`config.mk`:
```
export PLATFORM = sky130hd
export DESIGN_NAME = tdrs_spi_readout
export DESIGN_NICKNAME = d
export VERILOG_FILES = /design/src/tdrs_pkg.sv /design/src/tdrs_nv_store.sv /design/src/tdrs_pin_sync.sv /design/src/tdrs_spi_readout.sv
export VERILOG_INCLUDE_DIRS = /design/src
export SDC_FILE = /design/constraint.sdc
export NUM_CORES = 2
export LEC_CHECK = 0
export ABC_AREA = 1
export BUFFER_PORTS_ARGS = -buffer_cell sky130_fd_sc_hd__buf_2
export CORE_MARGIN = 2
export CORE_UTILIZATION = 35
export CTS_BUF_LIST = sky130_fd_sc_hd__clkbuf_8
export DETAILED_ROUTE_END_ITERATION = 6
export GPL_TIMING_DRIVEN = 0
export SLEW_MARGIN = 15
export SYNTH_ARGS = -nofsm -noshare
export SYNTH_HDL_FRONTEND = slang
export SYNTH_SLANG_ARGS = --single-unit
```
`constraint.sdc`:
```
create_clock -name i_ref_clk -period 9.6 [get_ports i_ref_clk]
set_input_delay 0.48 -clock i_ref_clk [delete_from_list [all_inputs] [get_ports i_ref_clk]]
set_output_delay 0.48 -clock i_ref_clk [all_outputs]
set_load 0.005 [all_outputs]
```
`src/tdrs_consts.svh`:
```
// constants for the tdc readout serial port: offsets, fields, opcodes, timing
`ifndef TDRS_CONSTS_SVH
`define TDRS_CONSTS_SVH
`define TDRS_ADR_RESULT_ONE    4'h0
`define TDRS_ADR_RESULT_TWO    4'h1
`define TDRS_ADR_RESULT_THREE  4'h2
`define TDRS_ADR_RESULT_FOUR   4'h3
`define TDRS_ADR_STATUS        4'h4
`define TDRS_ADR_LINK_ECHO     4'h5
`define TDRS_ADR_WAVE_RATIO    4'h8
`define TDRS_OP_READ_HI        5'h16
`define TDRS_OP_READ_ID        8'hb7
`define TDRS_OP_READ_RATIO     8'hb8
`define TDRS_OP_NV_STORE       8'hc0
`define TDRS_OP_NV_LOAD        8'hf0
`define TDRS_OP_NV_COMPARE     8'hc6
`define TDRS_ST_PTR_LSB        0
`define TDRS_ST_HIT1_LSB       3
`define TDRS_ST_HIT2_LSB       6
`define TDRS_ST_TDC_OVF        9
`define TDRS_ST_PRE_OVF        10
`define TDRS_ST_OPEN           11
`define TDRS_ST_SHORT          12
`define TDRS_ST_NV_EQ          13
`define TDRS_ST_NV_DED         14
`define TDRS_ST_NV_SEC         15
`define TDRS_ID_BYTES          7
`define TDRS_NV_WORDS          7
`define TDRS_ALU_OVF_VALUE     32'hffffffff
`define TDRS_SSN_HIGH_NS       50
`define TDRS_CLK_NS            20
`define TDRS_SSN_HIGH_CYC      ((`TDRS_SSN_HIGH_NS + `TDRS_CLK_NS - 1) / `TDRS_CLK_NS)
`endif

```
`src/tdrs_pkg.sv`:
```
// types shared by the tdc readout serial port
package tdrs_pkg;
    typedef enum logic [1:0] {
        TDRS_NV_NONE,
        TDRS_NV_STORE,
        TDRS_NV_LOAD,
        TDRS_NV_COMPARE
    } tdrs_nv_op_t;

    // event/state inputs that build the status word
    typedef struct packed {
        logic [2:0] next_free_ptr;
        logic [2:0] hits_ch1;
        logic [2:0] hits_ch2;
        logic       tdc_overflow;
        logic       precount_overflow;
        logic       sensor_open;
        logic       sensor_short;
    } tdrs_meas_stat_t;

    // one result as the measurement engine hands it over
    typedef struct packed {
        logic        calibrated;
        logic        alu_overflow;
        logic [31:0] value;
    } tdrs_result_t;
endpackage

```
`src/tdrs_nv_store.sv`:
```
// hamming-protected 7x32 config store: store, load and compare only
`timescale 1ns/10ps
`include "tdrs_consts.svh"
module tdrs_nv_store
    import tdrs_pkg::*;
#(
    parameter int WORDS = `TDRS_NV_WORDS
) (
    input  wire logic                 i_ref_clk,
    input  wire logic                 i_reset_n,
    input  wire tdrs_nv_op_t          i_op,
    input  wire logic [WORDS*32-1:0]  i_config,
    input  wire logic [1:0]           i_inject,
    output logic [WORDS*32-1:0]       o_loaded,
    output logic                      o_load_valid,
    output logic                      o_equal,
    output logic                      o_single_err,
    output logic                      o_multi_err,
    output logic                      o_busy
);
    // elaboration check: depth held to one to seven words, one short of the 3-bit index range
    if (WORDS < 1 || WORDS > 7) begin
        $error("nv store depth unsupported");
    end

    // 32 data bits, 6 hamming bits and an overall parity bit
    logic [38:0] mem [WORDS];
    logic [2:0]  idx_reg;
    tdrs_nv_op_t op_reg;
    logic        any_sec_reg;
    logic        any_ded_reg;
    logic        eq_reg;
    logic        refresh_reg;

    function automatic logic [5:0] hsyn(input logic [31:0] d);
        logic [5:0] s;
        s = 6'h00;
        for (int b = 0; b < 32; b++) begin
            s = s ^ 6'(b + 1);
            if (!d[b])
                s = s ^ 6'(b + 1);
        end
        return s;
    endfunction

    function automatic logic [38:0] encode(input logic [31:0] d);
        logic [5:0] h;
        h = hsyn(d);
        return {^{d, h}, h, d};
    endfunction

    logic [38:0] cw;
    logic [5:0]  syn;
    logic        par_bad;
    logic [31:0] fixed;
    always_comb begin
        cw      = mem[idx_reg];
        syn     = hsyn(cw[31:0]) ^ cw[37:32];
        par_bad = ^cw;
        fixed   = cw[31:0];
        for (int b = 0; b < 32; b++)
            if (syn == 6'(b + 1) && par_bad)
                fixed[b] = ~cw[b];
    end
    wire sec_hit = par_bad;
    wire ded_hit = (syn != 6'h00) && !par_bad;

    // walk one word per cycle; no path leaves this module except load/compare
    always_ff @(posedge i_ref_clk or negedge i_reset_n) begin
        if (!i_reset_n) begin
            idx_reg      <= 3'h0;
            op_reg       <= TDRS_NV_NONE;
            o_busy       <= 1'b0;
            o_loaded     <= '0;
            o_load_valid <= 1'b0;
            o_equal      <= 1'b0;
            o_single_err <= 1'b0;
            o_multi_err  <= 1'b0;
            any_sec_reg  <= 1'b0;
            any_ded_reg  <= 1'b0;
            eq_reg       <= 1'b0;
            refresh_reg  <= 1'b0;
        end else begin
            o_load_valid <= 1'b0;
            if (!o_busy && i_op != TDRS_NV_NONE) begin
                o_busy      <= 1'b1;
                op_reg      <= i_op;
                idx_reg     <= 3'h0;
                any_sec_reg <= 1'b0;
                any_ded_reg <= 1'b0;
                eq_reg      <= 1'b1;
                refresh_reg <= 1'b0;
            end else if (o_busy && refresh_reg) begin
                for (int w = 0; w < WORDS; w++)  // refresh corrected data
                    mem[w] <= encode(o_loaded[w*32 +: 32]);
                refresh_reg <= 1'b0;
                o_busy      <= 1'b0;
            end else if (o_busy) begin
                if (op_reg == TDRS_NV_STORE) begin
                    mem[idx_reg] <= encode(i_config[idx_reg*32 +: 32])
                                    ^ {37'h0, i_inject};
                end else begin
                    o_loaded[idx_reg*32 +: 32] <= fixed;
                    any_sec_reg <= any_sec_reg | sec_hit;
                    any_ded_reg <= any_ded_reg | ded_hit;
                    if (fixed != i_config[idx_reg*32 +: 32])
                        eq_reg <= 1'b0;
                end
                idx_reg <= idx_reg + 3'h1;
                if (idx_reg == 3'(WORDS - 1)) begin
                    if (op_reg == TDRS_NV_STORE) begin
                        o_busy <= 1'b0;
                    end else begin
                        o_single_err <= any_sec_reg | sec_hit;
                        o_multi_err  <= any_ded_reg | ded_hit;
                        o_equal      <= eq_reg &&
                            fixed == i_config[idx_reg*32 +: 32];
                        o_load_valid <= (op_reg == TDRS_NV_LOAD);
                        refresh_reg  <= any_sec_reg | sec_hit;
                        if (!(any_sec_reg | sec_hit))
                            o_busy <= 1'b0;
                    end
                end
            end
        end
    end
endmodule

```
`src/tdrs_pin_sync.sv`:
```
// three-stage pin synchroniser, change accepted when stages two and three agree
`timescale 1ns/10ps
module tdrs_pin_sync #(
    parameter logic RESET_LEVEL = 1'b0
) (
    input  wire logic i_ref_clk,
    input  wire logic i_reset_n,
    input  wire logic i_pin,
    output logic      o_level,
    output logic      o_rise,
    output logic      o_fall
);
    logic [2:0] stage_reg;

    // first stage is only read by the second
    always_ff @(posedge i_ref_clk or negedge i_reset_n) begin
        if (!i_reset_n) begin
            stage_reg <= {3{RESET_LEVEL}};
            o_level   <= RESET_LEVEL;
        end else begin
            stage_reg <= {stage_reg[1:0], i_pin};
            if (stage_reg[1] == stage_reg[2])
                o_level <= stage_reg[2];
        end
    end

    assign o_rise = (stage_reg[1] == stage_reg[2]) && stage_reg[2] && !o_level;
    assign o_fall = (stage_reg[1] == stage_reg[2]) && !stage_reg[2] && o_level;
endmodule

```
`src/tdrs_spi_readout.sv`:
```
// tdc readout serial port: spi slave, read registers and nv store control
//
// Operation
// - read opcode 0xbx returns 4/2/1 bytes
// - id opcode sends seven id bytes msb-first
// - addresses 0..3 hold 16.16 results
// - status: pointer, hits ch1, hits ch2
// - bit9 tdc overflow, bit10 precounter overflow
// - bit11 open sensor, bit12 shorted sensor
// - bits13..15: nv equal, uncorrectable, corrected
// - address 5 echoes config one top byte
// - address 8: 1.7 width ratio byte
// - mode two results positive and unsigned
// - uncalibrated: 16-bit count high, low zero
// - calibrated mode one overflow reads all ones
// - calibrated: two's complement reference periods
// - temperature uses mode two format
// - 7x32 nv: store, load, compare only
// - no nv readback except id bytes
// - hamming code, single error triggers refresh
// - four-wire spi with slave select only
// - mode one: clock idles low, falling sample
// - interrupt released on first rising clock
// - slave select high resets the interface
// - bytes whole, msb first
`timescale 1ns/10ps
`include "tdrs_consts.svh"
module tdrs_spi_readout
    import tdrs_pkg::*;
#(
    parameter int RESULTS = 4
) (
    input  wire logic                    i_ref_clk,
    input  wire logic                    i_reset_n,
    input  wire logic                    i_slave_select_n,
    input  wire logic                    i_sck,
    input  wire logic                    i_sdi,
    output logic                         o_sdo,
    output logic                         o_sdo_oe_n,
    output logic                         o_interrupt_n,
    input  wire logic                    i_meas_done,
    input  wire logic                    i_measure_mode2,
    input  wire tdrs_result_t            i_result,
    input  wire logic                    i_result_we,
    input  wire logic [1:0]              i_result_sel,
    input  wire tdrs_meas_stat_t         i_meas_stat,
    input  wire logic [7:0]              i_wave_ratio,
    input  wire logic [`TDRS_NV_WORDS*32-1:0] i_config,
    input  wire logic [1:0]              i_nv_inject,
    output logic [`TDRS_NV_WORDS*32-1:0] o_config_load,
    output logic                         o_config_load_valid,
    output logic                         o_nv_busy
);
    // elaboration check: the address decode serves exactly four results
    if (RESULTS != 4) begin
        $error("result register count must be four");
    end

    // pin synchronisers; select idles high, clock idles low
    logic ssn_lvl;
    logic ssn_rise;
    logic ssn_fall;
    logic sck_lvl;
    logic sck_rise;
    logic sck_fall;
    logic sdi_lvl;
    tdrs_pin_sync #(.RESET_LEVEL(1'b1)) u_sync_ssn (
        .i_ref_clk (i_ref_clk),
        .i_reset_n (i_reset_n),
        .i_pin     (i_slave_select_n),
        .o_level   (ssn_lvl),
        .o_rise    (ssn_rise),
        .o_fall    (ssn_fall)
    );
    tdrs_pin_sync #(.RESET_LEVEL(1'b0)) u_sync_sck (
        .i_ref_clk (i_ref_clk),
        .i_reset_n (i_reset_n),
        .i_pin     (i_sck),
        .o_level   (sck_lvl),
        .o_rise    (sck_rise),
        .o_fall    (sck_fall)
    );
    tdrs_pin_sync #(.RESET_LEVEL(1'b0)) u_sync_sdi (
        .i_ref_clk (i_ref_clk),
        .i_reset_n (i_reset_n),
        .i_pin     (i_sdi),
        .o_level   (sdi_lvl),
        .o_rise    (),
        .o_fall    ()
    );

    // the sdi sync lags sck by the same depth, so sampling on fall is aligned
    wire active = !ssn_lvl;

    // result registers as loaded by the measurement engine
    logic [31:0] result_reg [4];
    logic [31:0] result_next;
    always_comb begin
        if (i_measure_mode2)
            result_next = i_result.value;  // unsigned 16.16
        else if (!i_result.calibrated)
            result_next = {i_result.value[15:0], 16'h0000};
        else if (i_result.alu_overflow)
            result_next = `TDRS_ALU_OVF_VALUE;
        else
            result_next = i_result.value;  // two's complement 16.16
    end

    // one word per result address 0..3
    always_ff @(posedge i_ref_clk or negedge i_reset_n) begin
        if (!i_reset_n) begin
            for (int r = 0; r < 4; r++)
                result_reg[r] <= 32'h0;
        end else if (i_result_we) begin
            result_reg[i_result_sel] <= result_next;
        end
    end

    // nv store control
    tdrs_nv_op_t nv_op_reg;
    logic        nv_equal;
    logic        nv_sec;
    logic        nv_ded;
    tdrs_nv_store u_nv (
        .i_ref_clk    (i_ref_clk),
        .i_reset_n    (i_reset_n),
        .i_op         (nv_op_reg),
        .i_config     (i_config),
        .i_inject     (i_nv_inject),
        .o_loaded     (o_config_load),
        .o_load_valid (o_config_load_valid),
        .o_equal      (nv_equal),
        .o_single_err (nv_sec),
        .o_multi_err  (nv_ded),
        .o_busy       (o_nv_busy)
    );

    // status word assembled from live engine state and nv result
    logic [15:0] status_word;
    always_comb begin
        status_word = 16'h0000;
        status_word[`TDRS_ST_PTR_LSB +: 3]  = i_meas_stat.next_free_ptr;
        status_word[`TDRS_ST_HIT1_LSB +: 3] = i_meas_stat.hits_ch1;
        status_word[`TDRS_ST_HIT2_LSB +: 3] = i_meas_stat.hits_ch2;
        status_word[`TDRS_ST_TDC_OVF] = i_meas_stat.tdc_overflow;
        status_word[`TDRS_ST_PRE_OVF] = i_meas_stat.precount_overflow;
        status_word[`TDRS_ST_OPEN]    = i_meas_stat.sensor_open;
        status_word[`TDRS_ST_SHORT]   = i_meas_stat.sensor_short;
        status_word[`TDRS_ST_NV_EQ]   = nv_equal;
        status_word[`TDRS_ST_NV_DED]  = nv_ded;
        status_word[`TDRS_ST_NV_SEC]  = nv_sec;
    end

    // serial shifter state
    logic [2:0]  bit_cnt_reg;
    logic        have_op_reg;
    logic [7:0]  op_reg;
    logic [7:0]  rx_reg;
    logic [31:0] tx_reg;
    logic [5:0]  tx_left_reg;
    logic        first_rise_reg;

    wire [7:0] rx_byte = {rx_reg[6:0], sdi_lvl};
    wire       byte_done = sck_fall && bit_cnt_reg == 3'h7;

    // id bytes come from the top of the config image, byte 0 first
    wire [55:0] id_bytes = i_config[`TDRS_NV_WORDS*32-1 -: 56];

    // load word for a read opcode: width picked by address
    logic [31:0] ld_word;
    logic [5:0]  ld_bits;
    always_comb begin
        ld_word = 32'h0;
        ld_bits = 6'd0;
        if (rx_byte == `TDRS_OP_READ_ID) begin
            ld_word = id_bytes[55:24];
            ld_bits = 6'd56;
        end else if (rx_byte == `TDRS_OP_READ_RATIO) begin
            ld_word = {i_wave_ratio, 24'h0};
            ld_bits = 6'd8;
        end else if (rx_byte[7:3] == `TDRS_OP_READ_HI) begin
            case ({1'b0, rx_byte[2:0]})
                `TDRS_ADR_RESULT_ONE, `TDRS_ADR_RESULT_TWO,
                `TDRS_ADR_RESULT_THREE, `TDRS_ADR_RESULT_FOUR: begin
                    ld_word = result_reg[rx_byte[1:0]];
                    ld_bits = 6'd32;
                end
                `TDRS_ADR_STATUS: begin
                    ld_word = {status_word, 16'h0};
                    ld_bits = 6'd16;
                end
                `TDRS_ADR_LINK_ECHO: begin
                    ld_word = {i_config[63:56], 24'h0};  // word one
                    ld_bits = 6'd8;
                end
                default: begin
                    ld_word = 32'h0;
                    ld_bits = 6'd0;
                end
            endcase
        end
    end

    // receive side: sample on falling edge, reset while select is high
    always_ff @(posedge i_ref_clk or negedge i_reset_n) begin
        if (!i_reset_n) begin
            bit_cnt_reg <= 3'h0;
            rx_reg      <= 8'h00;
            op_reg      <= 8'h00;
            have_op_reg <= 1'b0;
        end else if (!active) begin
            bit_cnt_reg <= 3'h0;
            have_op_reg <= 1'b0;
        end else if (sck_fall) begin
            rx_reg      <= rx_byte;
            bit_cnt_reg <= bit_cnt_reg + 3'h1;
            if (byte_done && !have_op_reg) begin
                op_reg      <= rx_byte;
                have_op_reg <= 1'b1;
            end
        end
    end

    // nv command pulses at the end of the opcode byte; only three exist
    always_ff @(posedge i_ref_clk or negedge i_reset_n) begin
        if (!i_reset_n) begin
            nv_op_reg <= TDRS_NV_NONE;
        end else begin
            nv_op_reg <= TDRS_NV_NONE;
            if (active && byte_done && !have_op_reg) begin
                case (rx_byte)
                    `TDRS_OP_NV_STORE:   nv_op_reg <= TDRS_NV_STORE;
                    `TDRS_OP_NV_LOAD:    nv_op_reg <= TDRS_NV_LOAD;
                    `TDRS_OP_NV_COMPARE: nv_op_reg <= TDRS_NV_COMPARE;
                    default:             nv_op_reg <= TDRS_NV_NONE;
                endcase
            end
        end
    end

    // transmit side: shift on rising edge; id needs a 24-bit refill
    logic        id_refill_reg;
    always_ff @(posedge i_ref_clk or negedge i_reset_n) begin
        if (!i_reset_n) begin
            tx_reg        <= 32'h0;
            tx_left_reg   <= 6'd0;
            o_sdo         <= 1'b0;
            id_refill_reg <= 1'b0;
        end else if (!active) begin
            tx_left_reg   <= 6'd0;
            id_refill_reg <= 1'b0;
            o_sdo         <= 1'b0;
        end else if (byte_done && !have_op_reg) begin
            tx_reg        <= ld_word;
            tx_left_reg   <= ld_bits;
            id_refill_reg <= (rx_byte == `TDRS_OP_READ_ID);
        end else if (sck_rise && tx_left_reg != 6'd0) begin
            o_sdo       <= tx_reg[31];  // msb first
            tx_left_reg <= tx_left_reg - 6'd1;
            if (id_refill_reg && tx_left_reg == 6'd25) begin
                tx_reg        <= {id_bytes[23:0], 8'h00};
                id_refill_reg <= 1'b0;
            end else begin
                tx_reg <= {tx_reg[30:0], 1'b0};
            end
        end
    end

    // data out is driven only while selected
    always_ff @(posedge i_ref_clk or negedge i_reset_n) begin
        if (!i_reset_n)
            o_sdo_oe_n <= 1'b1;
        else
            o_sdo_oe_n <= ssn_lvl;
    end

    // interrupt: set on measurement done, released on first rising clock
    always_ff @(posedge i_ref_clk or negedge i_reset_n) begin
        if (!i_reset_n) begin
            o_interrupt_n  <= 1'b1;
            first_rise_reg <= 1'b1;
        end else begin
            if (ssn_fall)
                first_rise_reg <= 1'b1;
            else if (active && sck_rise)
                first_rise_reg <= 1'b0;
            // a completion in the same cycle wins over the release
            if (i_meas_done)
                o_interrupt_n <= 1'b0;
            else if (active && sck_rise && first_rise_reg)
                o_interrupt_n <= 1'b1;
        end
    end
endmodule

```
* After elaboration in Yosys (flattened, before gate mapping)
Memory sizes are Yosys's and may differ from the RTL's. Index checks and enable logic that the tools add are counted. Widths: inputs -> output; s select.
Word-level totals: memories 1, word-level logic and storage cells 1734, input bits 291, bits in writable memories 273, output and inout port bits 229, flip-flop bits (word level) 434
Cells by class: add/sub/neg operators 4, equality and inequality tests 57, order comparisons 3, multiplexer cells 980, reductions and logical operators 98, bitwise gates (word level) 555, shift-type cells 3
Memories:
- u_nv.mem | depth 7, width 39, read ports 1, clocked after Yosys merged registers in 0, write ports 7, line tdrs_nv_store.sv:27 | logic [38:0] mem [WORDS];
Operators with widths (count):
- $mux 6 | 591
- $mux 5 | 144
- $not 3->3 | 180
- $mux 32 | 12
- $not 2->2 | 180
- $not 4->4 | 90
- $reduce_xor 38->1 | 8
- $mux 4 | 72
- $bwmux 224 | 1
- $shift 32x34->224 const A | 1
- $shiftx 224x9->32 | 1
- $shiftx 32x34->224 | 1
- $bwmux 128 | 1
- $mux 3 | 42
- $eq 6x5->1 const B | 17
- $pmux 32 s3 | 1
- $mux 1 | 92
- $not 5->5 | 18
- $not 1->1 | 76
- $bmux 32 s2 | 1
- $demux 32 s2 | 1
- $logic_and 1x1->1 | 53
- $eq 6x4->1 const B | 8
- $eq 8x8->1 const B | 5
- 41 further kinds | 104

* Longest topological paths before layout
word-level depth 221, mapped depth 36, mapped depth without buffers 33

* By module
A second synthesis with hierarchy kept.
Second synthesis, totals: cells, all modules 6428, area total of the unflattened synthesis 47738.3 µm²
By module, submodules not included:
- tdrs_nv_store | cells an instance 4977, instances 1, seq. area each 15084.5 µm², area each 37232.0 µm²
- tdrs_spi_readout | cells an instance 1403, instances 1, seq. area each 4608.2 µm², area each 10013.4 µm²
- tdrs_pin_sync (u_sync_sck ...) | cells an instance 16, instances 2, seq. area each 100.1 µm², area each 162.7 µm²
- tdrs_pin_sync (u_sync_ssn) | cells an instance 16, instances 1, seq. area each 105.1 µm², area each 167.7 µm²

* Worst setup path before layout
No wires, ideal clock.
path kind register to register, from register u_nv.idx_reg[0], to memory u_nv.mem[7][0] (enable), path buffers 9, data arrival time 5592 ps, clock period less this slack 6120 ps, data required time 9072 ps, setup time 528 ps, path slack 3480 ps, stages on the path, launching flop included 12, cells stage by stage dfrtp_1 -> buf_6 -> inv_2 -> buf_6 -> buf_6 -> buf_6 -> buf_6 -> buf_2 -> buf_1 -> buf_1 -> buf_1 -> nor4_1
RTL lines:
- from (decl) | line tdrs_nv_store.sv:28 | logic [2:0] idx_reg;
- from (signal assigned) | line tdrs_nv_store.sv:109 | idx_reg <= idx_reg + 3'h1;
- to (decl) | line tdrs_nv_store.sv:27

* Final worst setup path
from register u_nv.idx_reg[0], to register u_nv.o_loaded[24]
Between the ends: word-level cells in the longest chain between the ends 69, elaborated cells between the ends (all ways) 219, classes of those cells add/sub: 1; eq/ne: 32; shift: 2; mux: 65; bitwise: 85; reduce/logical: 33; memory: 1
RTL lines:
- $mem_v2 7x39
- $mux 1 | line tdrs_nv_store.sv:40 | if (!d[b])
- $mux 2 | line tdrs_nv_store.sv:40
- $not 2->2 (no source line) (2 in series)
- $mux 2 | line tdrs_nv_store.sv:40
- $mux 3 | line tdrs_nv_store.sv:40
- $not 2->2 (no source line) (2 in series)
- $mux 3 (2 in series) | line tdrs_nv_store.sv:40
- [50 not listed]
- $mux 5 | line tdrs_nv_store.sv:40
- $mux 6 | line tdrs_nv_store.sv:40
- $xor 6x6->6 | line tdrs_nv_store.sv:58 | syn = hsyn(cw[31:0]) ^ cw[37:32];
- $eq 6x1->1, or another cell as far along | line tdrs_nv_store.sv:62 | if (syn == 6'(b + 1) && par_bad)
- $logic_and 1x1->1 | line tdrs_nv_store.sv:62
- $mux 1 | line tdrs_nv_store.sv:62
- $shiftx 32x34->224 | line tdrs_nv_store.sv:103 | o_loaded[idx_reg*32 +: 32] <= fixed;
- $bwmux 224 * | line tdrs_nv_store.sv:103
- to (signal, indexed assignment) | line tdrs_nv_store.sv:103
- to (decl) | line tdrs_nv_store.sv:14 | output logic [WORDS*32-1:0] o_loaded,
Every way passes the cells marked *; elsewhere a longest branch is shown, timed or not. A chain may end at the register's enable or synchronous reset.

==> out/metrics.cfg <==
[hold_path]
min-delay-path-class = input port to register
min_from = i_result[22]

[placement]
io_buffers = 519
gp_congestion = 1.056
hpwl_mm = 202.3
placed_cells = 8341
dpl_worst_slack_ps = 3190

[grt]
grt_max_degree = 104
track_usage_pct = 36.39
met3_usage_pct = 11.87
grt-busiest-layer = met2
grt_pass1_vias = 44440
overflow = 0
grt_pass1_wl_mm = 344.7
grt_util_met2_pct = 51.72
antenna_found_initial = 16
use_met1_pct = 49.74

[critical_path]
path_class = register to register
startpoint = u_nv.idx_reg[0]
path_cells = buf_6, inv_2, buf_6, buf_6, buf_6, buf_6, buf_2, buf_1, buf_1, buf_1, ha_1, ha_1, clkinv_1, nor3_1, nand3_1, clkbuf_1, buf_1, mux2i_1, inv_1
path_buf_inv = 14
cp-end-kind = register
crit_path_frequent_cell = buf_6
critPathSlowestCell = buf_1
path_delay_family = buffers and inverters
r2r_start = u_nv.idx_reg[0]
cp_data_arrival_time_ps = 7610
crit_path_start_kind = register
cpPeakStageDelay_ps = 670
path_max_fanout = 11
critPathRequiredTime_ps = 10390

[timing]
setup_tns_ps = 0
setup_viol = 0
worst_pin_slew_ps = 1330
fin_crit_ps = 6828
rsz0062_at_grt = false
period_share_pct = 71.13
worst_slack_ps = 2772
slew_viol_final = 0
timing.final.hold_violations = 0
fin_worst_skew_ps = 58.11
maxClockFrequency_mhz = 146.5
relSlewSlack_pct = 10.76

[floorplan]
die_w_um = 367.8
rows = 133
dieArea_um2 = 135300
num_io_pins = 520
core_area_um2 = 131500
initial_core_util_pct = 35.24
die_h_um = 367.8

[pwr]
power_density_nw_per_um2 = 140.5
peakVddDrop_uv = 134.3
total_power_uw = 7781
power_leakage_uw = 0.02626

[clock_network]
clk_latency_ps = 920
numCtsBuffers = 135
cts_max_level = 4
cts_resized = 0
clockRootBuffer = clkbuf_8
path_clk_slew_ps = 70
clk_path_buf_depth = 3
cts.sinks = 738
cts_tree = built

[synth]
synth-edff-count = 304
syn_area_um2 = 46330
syn_inst = 6020
synth.avg_cell_area_um2 = 7.696
async_flop_share_pct = 58.81
synth.most_common_cell = nand2_1
synth.top_cells.by_count = 2,159 x nand2_1, 427 x dfrtp_1, 407 x o21ai_0, 405 x nand3_1, 400 x inv_1
yosysUniqueCellTypes = 55
synth_seq_area_share_pct = 43.16
yosysWarnings = 0
synth_ff_type = dfrtp_1
synth_fp_nets = 6325
synthTopCellsByArea = dfrtp_1 23%, edfxtp_1 20%, nand2_1 17%
synth_top_area_share_pct = 23.06
yosys.area.top_type = dfrtp_1
ys_ff_latch = 738

[final_layout]
finalCoreUtilization_pct = 42.13
syn_to_final_growth_pct = 19.55
nets = 7086
fillers = 13740
instances_no_fill = 8657
drive_gt1_share_pct = 14.08
regArea_um2 = 20000
largest_reg_flops = 304
multi_input_area_um2 = 23500

[drt]
num_vias = 48400
first_pass_iters = 7
vias_per_cell = 5.591
ant_nets = 0
post_drt_wl_per_cell_um = 29.33
wl_mm = 253.9
first_iter_violations = 6804
drcViolationCount = 7

[status]
status = finished, violations left
violations = design-rule violations

[flow_run]
cap_violations = 0

==> through the flow <==
step | hold WS, ps | cell area, µm²
after floorplan | 184.4 | 46330
after global placement | 346.5 | 51120
after detailed placement | 342.6 | 51960
after CTS | 1.061 | 55350
after global routing | 42.50 | 55370
final | 50.17 | 55390
==> report_power, final <==
part,leakage [µW],switching [µW],total [µW],internal [µW]
sequential,0.00803,91.1,3540,3450
combinational,0.0166,712,1040,330
clock,0.00159,1540,3200,1660
total,0.0263,2340,7780,5440
==> metal layers <==
| layer | share of wire (%) | wire length [µm] |
|---|---|---|
| met4 | 5.4 | 13600 |
| met2 | 41 | 104600 |
| met5 | 0.086 | 218 |
| met1 | 41 | 103700 |
| met3 | 13 | 31820 |
==> worst paths after layout <==
kind / end / slack (ps) / cells after the start
max: u_nv.o_loaded[24] / 2770 / 19
min: result_reg[22] / 50 / 3
max reg2reg: u_nv.o_loaded[24] / 2770 / 19
min reg2reg: u_sync_ssn.stage_reg[1] / 360 / 0
max in group asynchronous: u_nv.o_loaded[75] / 7540 / 5
min in group asynchronous: result_reg[83] / 100 / 2
==> timing repair <==
item,in CTS,in global routing
buffers inserted,0,0
hold endpoints to repair,181,0
hold buffers,58,0
==> cell families after synthesis <==
group / share of synthesized area, %
and+or+nand+nor: 25.66
AOI/OAI and AO/OA: 10.21
buffers and inverters: 6.568
DFF: 43.16
xor gates and xnor gates: 12.89
muxes: 1.107
adders and majority gates: 0.3997
==> cells in the final DEF (no fill, tap or decap), drive strengths merged, types with 58 or more instances in the layout <==
cell         instances
a21oi              236
buf                679
clkbuf             376
dfrtp              427
dlygate4sd3         58
edfxtp             304
inv                460
nand2             2161
nand3              410
nor2               268
o21ai              445
xnor2              359
xor2               317
==> layout make-up <==
class	instances	area share (%)
diodes	13	0.05873
clock buffers	155	3.851
inverters	412	2.792
clock inverters	90	1.224
plain buffers	334	2.704
repair buffers	624	6.876
multi-input cells	4536	42.43
well taps	1755	3.964
flip-flops and latches	738	36.10
==> worst min-delay path, stage by stage <==
cell and delay (ps):
buf_2 80, o22ai_1 180, o21ai_0 200
Note: power is estimated with default switching activity, not from simulation.
